<file path="config.mk">
export PLATFORM = sky130hd
export DESIGN_NAME = cict_core_timing
export DESIGN_NICKNAME = d
export VERILOG_FILES = /design/src/cict_pkg.sv /design/src/cict_core_timing.sv /design/src/cict_decode.sv
export SDC_FILE = /design/constraint.sdc
export NUM_CORES = 1
export LEC_CHECK = 0
export BUFFER_PORTS_ARGS = -buffer_cell sky130_fd_sc_hd__clkbuf_2
export CAP_MARGIN = 20
export CORE_ASPECT_RATIO = 1.4
export CORE_MARGIN = 2
export CORE_UTILIZATION = 34
export DETAILED_ROUTE_END_ITERATION = 16
export SLEW_MARGIN = 30
export SYNTH_ARGS = -nofsm -noshare
export SYNTH_HDL_FRONTEND = slang
export SYNTH_SLANG_ARGS = --single-unit
</file>
<file path="constraint.sdc">
create_clock -name i_ref_clk -period 2.9 [get_ports i_ref_clk]
set_input_delay 0.58 -clock i_ref_clk [delete_from_list [all_inputs] [get_ports i_ref_clk]]
set_output_delay 0.58 -clock i_ref_clk [all_outputs]
set_load 0.1 [all_outputs]
</file>
<file path="src/cict_pkg.sv">
// Package: instruction length and cycle constants for the timing sequencer
package cict_pkg;

	localparam int          CODE_AW         = 16;
	localparam logic [1:0]  LEN_ONE         = 2'h1;
	localparam logic [1:0]  LEN_TWO         = 2'h2;
	localparam logic [1:0]  LEN_THREE       = 2'h3;
	localparam logic [3:0]  CYC_ONE         = 4'h1;
	localparam logic [3:0]  CYC_TWO         = 4'h2;
	localparam logic [3:0]  CYC_THREE       = 4'h3;
	localparam logic [3:0]  CYC_EXT_MOVE    = 4'h4;
	// Exclusive-OR indirect is printed as two bytes
	localparam logic [1:0]  LEN_XOR_IND     = 2'h2;

	// Opcode high nibbles
	localparam logic [3:0]  HI_INC          = 4'h0;
	localparam logic [3:0]  HI_DEC          = 4'h1;
	localparam logic [3:0]  HI_ADD          = 4'h2;
	localparam logic [3:0]  HI_ADD_WITH_CARRY_OP = 4'h3;
	localparam logic [3:0]  HI_LOGICAL_OR_OP  = 4'h4;
	localparam logic [3:0]  HI_LOGICAL_AND_OP = 4'h5;
	localparam logic [3:0]  HI_LOGICAL_XOR_OP = 4'h6;
	localparam logic [3:0]  HI_SUBTRACT_WITH_BORROW_OP = 4'h9;
	localparam logic [3:0]  HI_EXT_READ     = 4'hE;
	localparam logic [3:0]  HI_EXT_WRITE    = 4'hF;

	// Opcode low nibbles and the full data pointer increment opcode
	localparam logic [3:0]  LO_DIR_ACC      = 4'h2;
	localparam logic [3:0]  LO_DIR_IMM      = 4'h3;
	localparam logic [3:0]  LO_IMM          = 4'h4;
	localparam logic [3:0]  LO_DIR          = 4'h5;
	localparam logic [3:0]  LO_IND0         = 4'h6;
	localparam logic [3:0]  LO_IND1         = 4'h7;
	localparam logic [3:0]  LO_EXT_DPTR16   = 4'h0;
	localparam logic [3:0]  LO_EXT_IND0     = 4'h2;
	localparam logic [3:0]  LO_EXT_IND1     = 4'h3;
	localparam logic [7:0]  OP_INC_DATA_POINTER_16 = 8'hA3;

	localparam logic [15:0] PC_RESET        = 16'h0000;

	typedef enum logic [0:0] {
		ST_FETCH = 1'b0,
		ST_EXEC  = 1'b1
	} cict_state_t;

endpackage : cict_pkg

</file>
<file path="src/cict_core_timing.sv">
// Instruction fetch and cycle timing sequencer
// How it works
// RULE1: one instruction cycle equals one core clock
// RULE2: register add forms: one byte, one cycle
// RULE3: indirect add forms: one byte, two cycles
// RULE4: direct/immediate add forms: two bytes, two cycles
// RULE5: indirect increment/decrement: one byte, two cycles
// RULE6: direct increment/decrement: two bytes, two cycles
// RULE7: data pointer increment: one byte, three cycles
// RULE8: register logic ops: one byte, one cycle
// RULE9: indirect and/or: one byte, two cycles
// RULE10: indirect xor taken as two bytes, two cycles
// RULE11: direct/immediate logic ops: two bytes, two cycles
// RULE12: and/or immediate to direct: three bytes, three
// RULE13: external moves take four plus wait states
// RULE14: fetch operands, retire, then fetch next
`timescale 1ns/10ps
module cict_core_timing (
	input  wire logic        i_ref_clk,
	input  wire logic        i_rst,
	input  wire logic [7:0]  i_code_byte,
	input  wire logic [2:0]  i_wait_states,
	output logic      [15:0] o_code_addr,
	output logic      [7:0]  o_opcode,
	output logic      [7:0]  o_operand1,
	output logic      [7:0]  o_operand2,
	output logic      [1:0]  o_ins_len,
	output logic      [3:0]  o_ins_cycles,
	output logic             o_known,
	output logic             o_ext_move_busy,
	output logic             o_retire
);
	typedef struct packed {
		cict_pkg::cict_state_t state;
		logic [15:0]           pc;
		logic [3:0]            cyc_left;
		logic [1:0]            bytes_left;
		logic                  second;
		logic [7:0]            opcode;
		logic [7:0]            operand1;
		logic [7:0]            operand2;
		logic [1:0]            len;
		logic [3:0]            cycles;
		logic                  known;
		logic                  ext_busy;
		logic                  retire;
	} cict_seq_t;

	cict_seq_t  seq_reg;
	cict_seq_t  seq_next;
	logic [1:0] dec_len;
	logic [3:0] dec_cycles;
	logic       dec_known;
	logic       dec_ext;

	cict_decode u_decode (
		.i_opcode      (i_code_byte),
		.i_wait_states (i_wait_states),
		.o_len         (dec_len),
		.o_cycles      (dec_cycles),
		.o_known       (dec_known),
		.o_ext_move    (dec_ext)
	);

	always_comb begin
		seq_next        = seq_reg;
		seq_next.retire = 1'b0;
		case (seq_reg.state)
			cict_pkg::ST_FETCH: begin
				// Opcode byte at current address
				seq_next.opcode     = i_code_byte;
				seq_next.operand1   = 8'h00;
				seq_next.operand2   = 8'h00;
				seq_next.len        = dec_len;
				seq_next.cycles     = dec_cycles;
				seq_next.known      = dec_known;
				seq_next.pc         = seq_reg.pc + 16'h0001;
				seq_next.bytes_left = dec_len - 2'h1;
				seq_next.cyc_left   = dec_cycles - 4'h1; // RULE1
				seq_next.second     = 1'b0;
				if (dec_cycles == cict_pkg::CYC_ONE) begin
					seq_next.retire   = 1'b1; // RULE14
					seq_next.ext_busy = 1'b0;
				end else begin
					seq_next.state    = cict_pkg::ST_EXEC;
					seq_next.ext_busy = dec_ext;
				end
			end
			cict_pkg::ST_EXEC: begin
				if (seq_reg.bytes_left != 2'h0) begin
					// Operand bytes fetched one per cycle
					if (seq_reg.second) begin
						seq_next.operand2 = i_code_byte; // RULE14
					end else begin
						seq_next.operand1 = i_code_byte;
					end
					seq_next.second     = 1'b1;
					seq_next.pc         = seq_reg.pc + 16'h0001;
					seq_next.bytes_left = seq_reg.bytes_left - 2'h1;
				end
				seq_next.cyc_left = seq_reg.cyc_left - 4'h1; // RULE1
				if (seq_reg.cyc_left == 4'h1) begin
					seq_next.state    = cict_pkg::ST_FETCH; // RULE14
					seq_next.retire   = 1'b1;
					seq_next.ext_busy = 1'b0;
				end
			end
			default: begin
				seq_next.state = cict_pkg::ST_FETCH;
			end
		endcase
	end

	always_ff @(posedge i_ref_clk) begin
		if (i_rst) begin
			seq_reg          <= '0;
			seq_reg.state    <= cict_pkg::ST_FETCH;
			seq_reg.pc       <= cict_pkg::PC_RESET;
		end else begin
			seq_reg <= seq_next;
		end
	end

	assign o_code_addr     = seq_reg.pc;
	assign o_opcode        = seq_reg.opcode;
	assign o_operand1      = seq_reg.operand1;
	assign o_operand2      = seq_reg.operand2;
	assign o_ins_len       = seq_reg.len;
	assign o_ins_cycles    = seq_reg.cycles;
	assign o_known         = seq_reg.known;
	assign o_ext_move_busy = seq_reg.ext_busy;
	assign o_retire        = seq_reg.retire;
endmodule : cict_core_timing

</file>
<file path="src/cict_decode.sv">
// Opcode decoder giving byte length and cycle count
`timescale 1ns/10ps
module cict_decode (
	input  wire logic [7:0] i_opcode,
	input  wire logic [2:0] i_wait_states,
	output logic      [1:0] o_len,
	output logic      [3:0] o_cycles,
	output logic            o_known,
	output logic            o_ext_move
);
	logic [3:0] hi;
	logic [3:0] lo;
	logic       arith;
	logic       logic_grp;
	logic       incdec;

	always_comb begin
		hi        = i_opcode[7:4];
		lo        = i_opcode[3:0];
		arith     = (hi == cict_pkg::HI_ADD) || (hi == cict_pkg::HI_ADD_WITH_CARRY_OP) ||
		            (hi == cict_pkg::HI_SUBTRACT_WITH_BORROW_OP);
		logic_grp = (hi == cict_pkg::HI_LOGICAL_OR_OP) || (hi == cict_pkg::HI_LOGICAL_AND_OP) ||
		            (hi == cict_pkg::HI_LOGICAL_XOR_OP);
		incdec    = (hi == cict_pkg::HI_INC) || (hi == cict_pkg::HI_DEC);
		o_len      = cict_pkg::LEN_ONE;
		o_cycles   = cict_pkg::CYC_ONE;
		o_known    = 1'b0;
		o_ext_move = 1'b0;
		if (i_opcode == cict_pkg::OP_INC_DATA_POINTER_16) begin
			o_cycles = cict_pkg::CYC_THREE; // RULE7
			o_known  = 1'b1;
		end else if (((hi == cict_pkg::HI_EXT_READ) || (hi == cict_pkg::HI_EXT_WRITE)) &&
		             ((lo == cict_pkg::LO_EXT_DPTR16) || (lo == cict_pkg::LO_EXT_IND0) ||
		              (lo == cict_pkg::LO_EXT_IND1))) begin
			o_cycles   = cict_pkg::CYC_EXT_MOVE + {1'b0, i_wait_states}; // RULE13
			o_known    = 1'b1;
			o_ext_move = 1'b1;
		end else if ((arith || logic_grp || incdec) && lo[3]) begin
			o_known = 1'b1; // RULE2 RULE8
		end else if ((arith || logic_grp || incdec) && ((lo == cict_pkg::LO_IND0) || (lo == cict_pkg::LO_IND1))) begin
			o_cycles = cict_pkg::CYC_TWO; // RULE3 RULE5 RULE9
			o_known  = 1'b1;
			if (hi == cict_pkg::HI_LOGICAL_XOR_OP) begin
				o_len = cict_pkg::LEN_XOR_IND; // RULE10
			end
		end else if ((arith || logic_grp || incdec) && (lo == cict_pkg::LO_DIR)) begin
			o_len    = cict_pkg::LEN_TWO; // RULE4 RULE6 RULE11
			o_cycles = cict_pkg::CYC_TWO;
			o_known  = 1'b1;
		end else if ((arith || logic_grp) && (lo == cict_pkg::LO_IMM)) begin
			o_len    = cict_pkg::LEN_TWO; // RULE4 RULE11
			o_cycles = cict_pkg::CYC_TWO;
			o_known  = 1'b1;
		end else if (logic_grp && (lo == cict_pkg::LO_DIR_ACC)) begin
			o_len    = cict_pkg::LEN_TWO; // RULE11
			o_cycles = cict_pkg::CYC_TWO;
			o_known  = 1'b1;
		end else if (logic_grp && (lo == cict_pkg::LO_DIR_IMM)) begin
			o_len    = cict_pkg::LEN_THREE; // RULE12
			o_cycles = cict_pkg::CYC_THREE;
			o_known  = 1'b1;
		end
	end
endmodule : cict_decode

</file>
# Yosys cells after proc, flatten, opt, wreduce, memory -nomap -nowiden
# Cells that the tools add are included.
[word_totals]
register_bits = 57
in_bits = 13
out_inout_bits = 49
elab_cells = 105
[op_classes]
mux = 40
reduce_logical = 23
n_eq_ne = 22
add_sub_neg = 6
bitwise = 1
[ops]
columns = ["cell", "n"]
rows = [
  ["$pmux 24 s2", 1],
  ["$mux 16", 2],
  ["$pmux 16 s2", 1],
  ["$eq 4x3->1 const B", 7],
  ["$mux 4", 7],
  ["$mux 2", 11],
  ["$add 16x1->16 const B", 1],
  ["$eq 4x2->1 const B", 4],
  ["$mux 8", 2],
  ["$mux 1", 14],
  ["$eq 4x1->1 const B", 3],
  ["$eq 4x4->1 const B", 3],
  ["$logic_or 1x1->1", 11],
  ["$eq 8x8->1 const B", 1],
  ["$logic_not 4->1", 2],
  ["$sub 4x1->4 const B", 2],
  ["$logic_and 1x1->1", 7],
  ["$add 3x3->4 const A", 1],
  ["$ne 2x1->1 const B", 2],
  ["$ne 2x2->1 const B", 2],
  ["$pmux 2 s2", 1],
  ["$reduce_and 2->1", 2],
  ["$sub 2x1->2 const B", 2],
  ["$mux 3", 1],
  ["2 further kinds", 2],
]

# Logic depth before layout (Yosys ltp)
[logic_depth]
depth_word = 15
ltp_mapped = 12
ltp_nobuf = 11

# Cells and area by module
# From an unflattened synthesis, not the netlist that was laid out.
[hier_totals]
hier_cells = 342
hier_area_um2 = 2971.6
[modules_own_cells]
columns = ["module", "area_per_inst_um2", "seq_area_each_um2", "cells_each", "instances"]
rows = [
  ["cict_core_timing", 2710.1, 1141.1, 304, 1],
  ["cict_decode", 261.5, 0.0, 38, 1],
]

# Worst setup path after synthesis
# No wires, ideal clock.
[synth_path]
path_kind = "input-to-reg"
start = "in i_code_byte[5]"
end = "reg seq_reg[38] in the netlist's numbering"
n_path_buf = 1
setup_ns = 0.086
t_arrival_ns = 2.115
path_slack_ns = 0.700
path_stages = 10
required_ns = 2.814
path_cell_list = "buf_4 nand2_1 or3b_1 nand3b_1 a31o_1 o21ai_2 ha_1 xor2_1 nor2_1 a211oi_1"
[synth_via]
elab_chain_len = 14
word_cells_on_any_way = 36
cone_classes = "1 x add/sub; 10 x eq/ne; 9 x mux; 16 x reduce/logical"
[synth_lines]
columns = ["element", "line", "text"]
rows = [
  ["from (decl)", "cict_core_timing.sv:21", "input wire logic [7:0] i_code_byte,"],
  ["$eq 4x3->1", "cict_decode.sv:22", "logic_grp = (hi == cict_pkg::HI_LOGICAL_OR_OP) || (hi == cict_pkg::HI_LOGICAL_AND_OP) ||"],
  ["$logic_or 1x1->1 (2 in series)", "cict_decode.sv:22", ""],
  ["$logic_and 1x1->1", "cict_decode.sv:58", "end else if (logic_grp && (lo == cict_pkg::LO_DIR_IMM)) begin"],
  ["$mux 2", "cict_decode.sv:58", ""],
  ["$mux 4", "cict_decode.sv:54", "end else if (logic_grp && (lo == cict_pkg::LO_DIR_ACC)) begin"],
  ["$mux 4", "cict_decode.sv:50", "end else if ((arith || logic_grp) && (lo == cict_pkg::LO_IMM)) begin"],
  ["$mux 4", "cict_decode.sv:46", "end else if ((arith || logic_grp || incdec) && (lo == cict_pkg::LO_DIR)) begin"],
  ["$mux 4", "cict_decode.sv:40", "end else if ((arith || logic_grp || incdec) && ((lo == cict_pkg::LO_IND0) || (lo == cict_pkg::LO_IND1))) begin"],
  ["$mux 4", "cict_decode.sv:38", "end else if ((arith || logic_grp || incdec) && lo[3]) begin"],
  ["$mux 4", "cict_decode.sv:32", "end else if (((hi == cict_pkg::HI_EXT_READ) || (hi == cict_pkg::HI_EXT_WRITE)) &&"],
  ["$mux 4 *", "cict_decode.sv:29", "if (i_opcode == cict_pkg::OP_INC_DATA_POINTER_16) begin"],
  ["$sub 4x1->4 *", "cict_core_timing.sv:79", "seq_next.cyc_left = dec_cycles - 4'h1;"],
  ["$pmux 24 s2 *", "cict_core_timing.sv:68", "case (seq_reg.state)"],
  ["to (signal assigned)", "cict_core_timing.sv:120", "seq_reg <= seq_next;"],
  ["to (decl)", "cict_core_timing.sv:49", "cict_seq_t seq_reg;"],
]
# Every way passes the cells marked *; elsewhere a longest branch is shown, timed or not.
# A chain may end at the register's enable or synchronous reset.

# Worst setup path after layout
# Same ends and word-level chain as after synthesis.

==> metrics.yaml <==
status:
  status: "finished, final reports clean"
power:
  clockPowerShare_pct: 45.4
  p_int_mw: 1.685
  comb_power_share_pct: 19.1
  p_per_area_mw_per_mm2: 746.3
  swShare_pct: 30.29
  seqPwrFrac_pct: 35.5
  ir_drop_v: 0.0003641
  leakage_nw: 1.406
  power_switching_mw: 0.7324
setup_path:
  r2r_slack_ns: 1.16
  reg2reg_to: "o_code_addr[13]"
  critPathRequiredTime_ns: 3.14
  critPathCaptureType: "flip-flop"
  startpoint_type: "primary input"
  criticalPathCategory: "in -> reg"
  r2r-start: "o_code_addr[3]"
  critPathCapture: "seq_reg[38]"
  crit_fanout: 11
  startpoint: "i_code_byte[5]"
  rr_worst_depth: 6
  cp.arrival_ns: 2.39
sta:
  skew_ns: 0.003691
  relSlewSlack_pct: 55.23
  setup_viol: 0
  slew_violations: 0
  tightest_slew_ns: 0.6715
  period_share_pct: 74.19
  fmax_mhz: 464.8
  rsz0062_at_grt: "false"
  setup_tns_ns: 0
  whs_ns: 0.4452
  period_minus_slack_ns: 2.152
  hold_viol_final: 0
  setup_slack_ns: 0.7484
die:
  start_util_pct: 35.27
  rows: 39
  dieArea_mm2: 0.009269
  coreArea_mm2: 0.008198
  num_io_pins: 62
  die_y_um: 113.1
  fp.dieW_um: 81.94
worst_hold_path:
  hold_class: "reg -> reg"
synth:
  syn_area_per_cell_um2: 8.683
  dominantRegCellSynth: "dfxtp_1"
  synth_edf_count: 0
  synth_seq_cells: 57
  ys_async_sr_fraction_pct: 0
  syn_nets: 351
  syn_inst: 333
  synth_top_cell_area_share_pct: 39.46
  synth_area_leaders: "dfxtp_1, buf_4, nor2_1"
  synth_area_mm2: 0.002892
  ys_seq_area_share_pct: 39.46
  post-synth-top-count-cell: "dfxtp_1"
  ys_types: 57
  synth_largest_area_cell: "dfxtp_1"
  synth_commonest_cells: "dfxtp_1, buf_4, nor2_1, nand2_1, a21oi_1"
  synth_warnings: 0
clock_tree:
  clk_latency_ns: 0.32
  cts_root_buf: "clkbuf_16"
  cts_buffer_depth: 2
  clkSinkCount: 57
  cts_tree: "done"
  cts_setup_buffers: 0
  htree_num_levels: 3
  post_cts_resized: 0
  clkTransAtPathRegs_ns: 0.05
  postCtsHoldBufs: 0
  cts_buffers: 9
route:
  dr.pass1.iters: 4
  vias_per_cell: 4.804
  routed-via-count: 2176
  drt_iter0_drc: 61
  drt-wirelength-per-cell_um: 13.18
  route.final.wire_length_um: 5970
  postRouteAntennaNets: 0
  route.detailed.drc: 0
grt:
  grt_pass1_wl_um: 9763
  gr-usage-all-layers_pct: 13.80
  grt_pass1_vias: 1979
  grt_max_degree: 41
  grt_overflow_total: 0
  antenna_found_initial: 0
placed_design:
  dp_hpwl_um: 4326
  pre_cts_slack_ns: 0.4396
  io_buffers: 61
  gp_congestion: 0.8056
  dpl_cell_area_mm2: 0.002924
finish:
  area_growth_pct: 12.03
  finalNetCount: 365
  fillCellCount: 874
  n_antenna_cell: 0
  utilization_pct: 39.51
  final_area_mm2: 0.003239
  layout-drive-gt1-share_pct: 26.78
  largest_reg_flops: 16
flow_run:
  maxCapViolCount: 0
worst max-delay path, cell delays in order:
cell and delay, ns:
clkbuf_2 0.17, nand2b_1 0.20, a211o_1 0.34, o211ai_1 0.13, a31o_1 0.22, o21ai_2 0.11, ha_1 0.22, xor2_1 0.15
nor2_1 0.05, a211oi_1 0.20
per-layer routing:
metal / wire length [um] / up-vias / part of all wire, % / GRT usage, %
met5: 0 / - / 0 / 0
met4: 116 / 0 / 1.9 / 7.667
met3: 361 / 6 / 6.0 / 3.748
met2: 2859 / 67 / 48 / 20.87
met1: 2632 / 996 / 44 / 17.49
li1: - / 1107 / - / -
placed cells by master (no fill, tap or decap), drive strengths merged, types with 3 or more instances in the layout:
cell type,instances
a21oi,21
and3,6
clkbuf,74
dfxtp,57
ha,5
inv,8
mux2i,17
nand2,29
nand2b,5
nand3,9
nand4,4
nor2,47
nor2b,3
nor3,7
o21ai,7
or3,3
or3b,3
xnor2,6
xor2,8
cell families (layout without fill, tap and decap cells):
logic type | Yosys count | count (layout) | synth area share [%]
buffers and inverters | 68 | 86 | 15.40
xor gates and xnor gates | 14 | 14 | 4.241
muxes | 17 | 17 | 5.885
and+or+nand+nor | 125 | 125 | 21.85
DFF | 57 | 57 | 39.46
AOI/OAI and AO/OA | 47 | 47 | 10.99
adders and majority gates | 5 | 5 | 2.164
power groups by stage:
| stage | clock [mW] | sequential [mW] | combinational [mW] |
|---|---|---|---|
| finish | 1.10 | 0.859 | 0.462 |
| global route | 1.15 | 0.864 | 0.495 |
| CTS | 1.12 | 0.859 | 0.468 |
| detailed placement | 0 | 0.875 | 0.466 |
| global placement | 0 | 0.875 | 0.463 |
| floorplan | 0 | 0.894 | 0.400 |
per-stage QoR:
stage                     power (mW)  instances
after global placement         1.337        438
after CTS                      2.452        453
after global routing           2.513        453
final                          2.418        453
after floorplan                1.293        333
after detailed placement       1.341        438
cell type report:
cell class,count,area (um^2),share of cell area (%)
flip-flops and latches,57,1141,35.23
clock buffers,13,280.3,8.652
repair buffers,63,320.3,9.888
inverters,8,30.03,0.9270
clock inverters,2,35.03,1.081
well taps,102,127.6,3.940
multi-input cells,208,1305,40.29
how the worst min path moves through the flow:
| stage | from | endpoint | slack, ns | depth (start not counted) |
|---|---|---|---|---|
| final | o_ins_len[0] | o_ins_len[0] | 0.45 | 2 |
| after CTS | o_ins_len[0] | o_ins_len[0] | 0.45 | 2 |
| after global routing | o_ins_len[0] | o_ins_len[0] | 0.47 | 2 |
| after detailed placement | o_ins_len[0] | o_ins_len[0] | 0.44 | 2 |
| after global placement | o_ins_len[0] | o_ins_len[0] | 0.44 | 2 |
| after floorplan | o_ins_len[0] | o_ins_len[0] | 0.43 | 2 |
(Power assumes the default switching activity.)
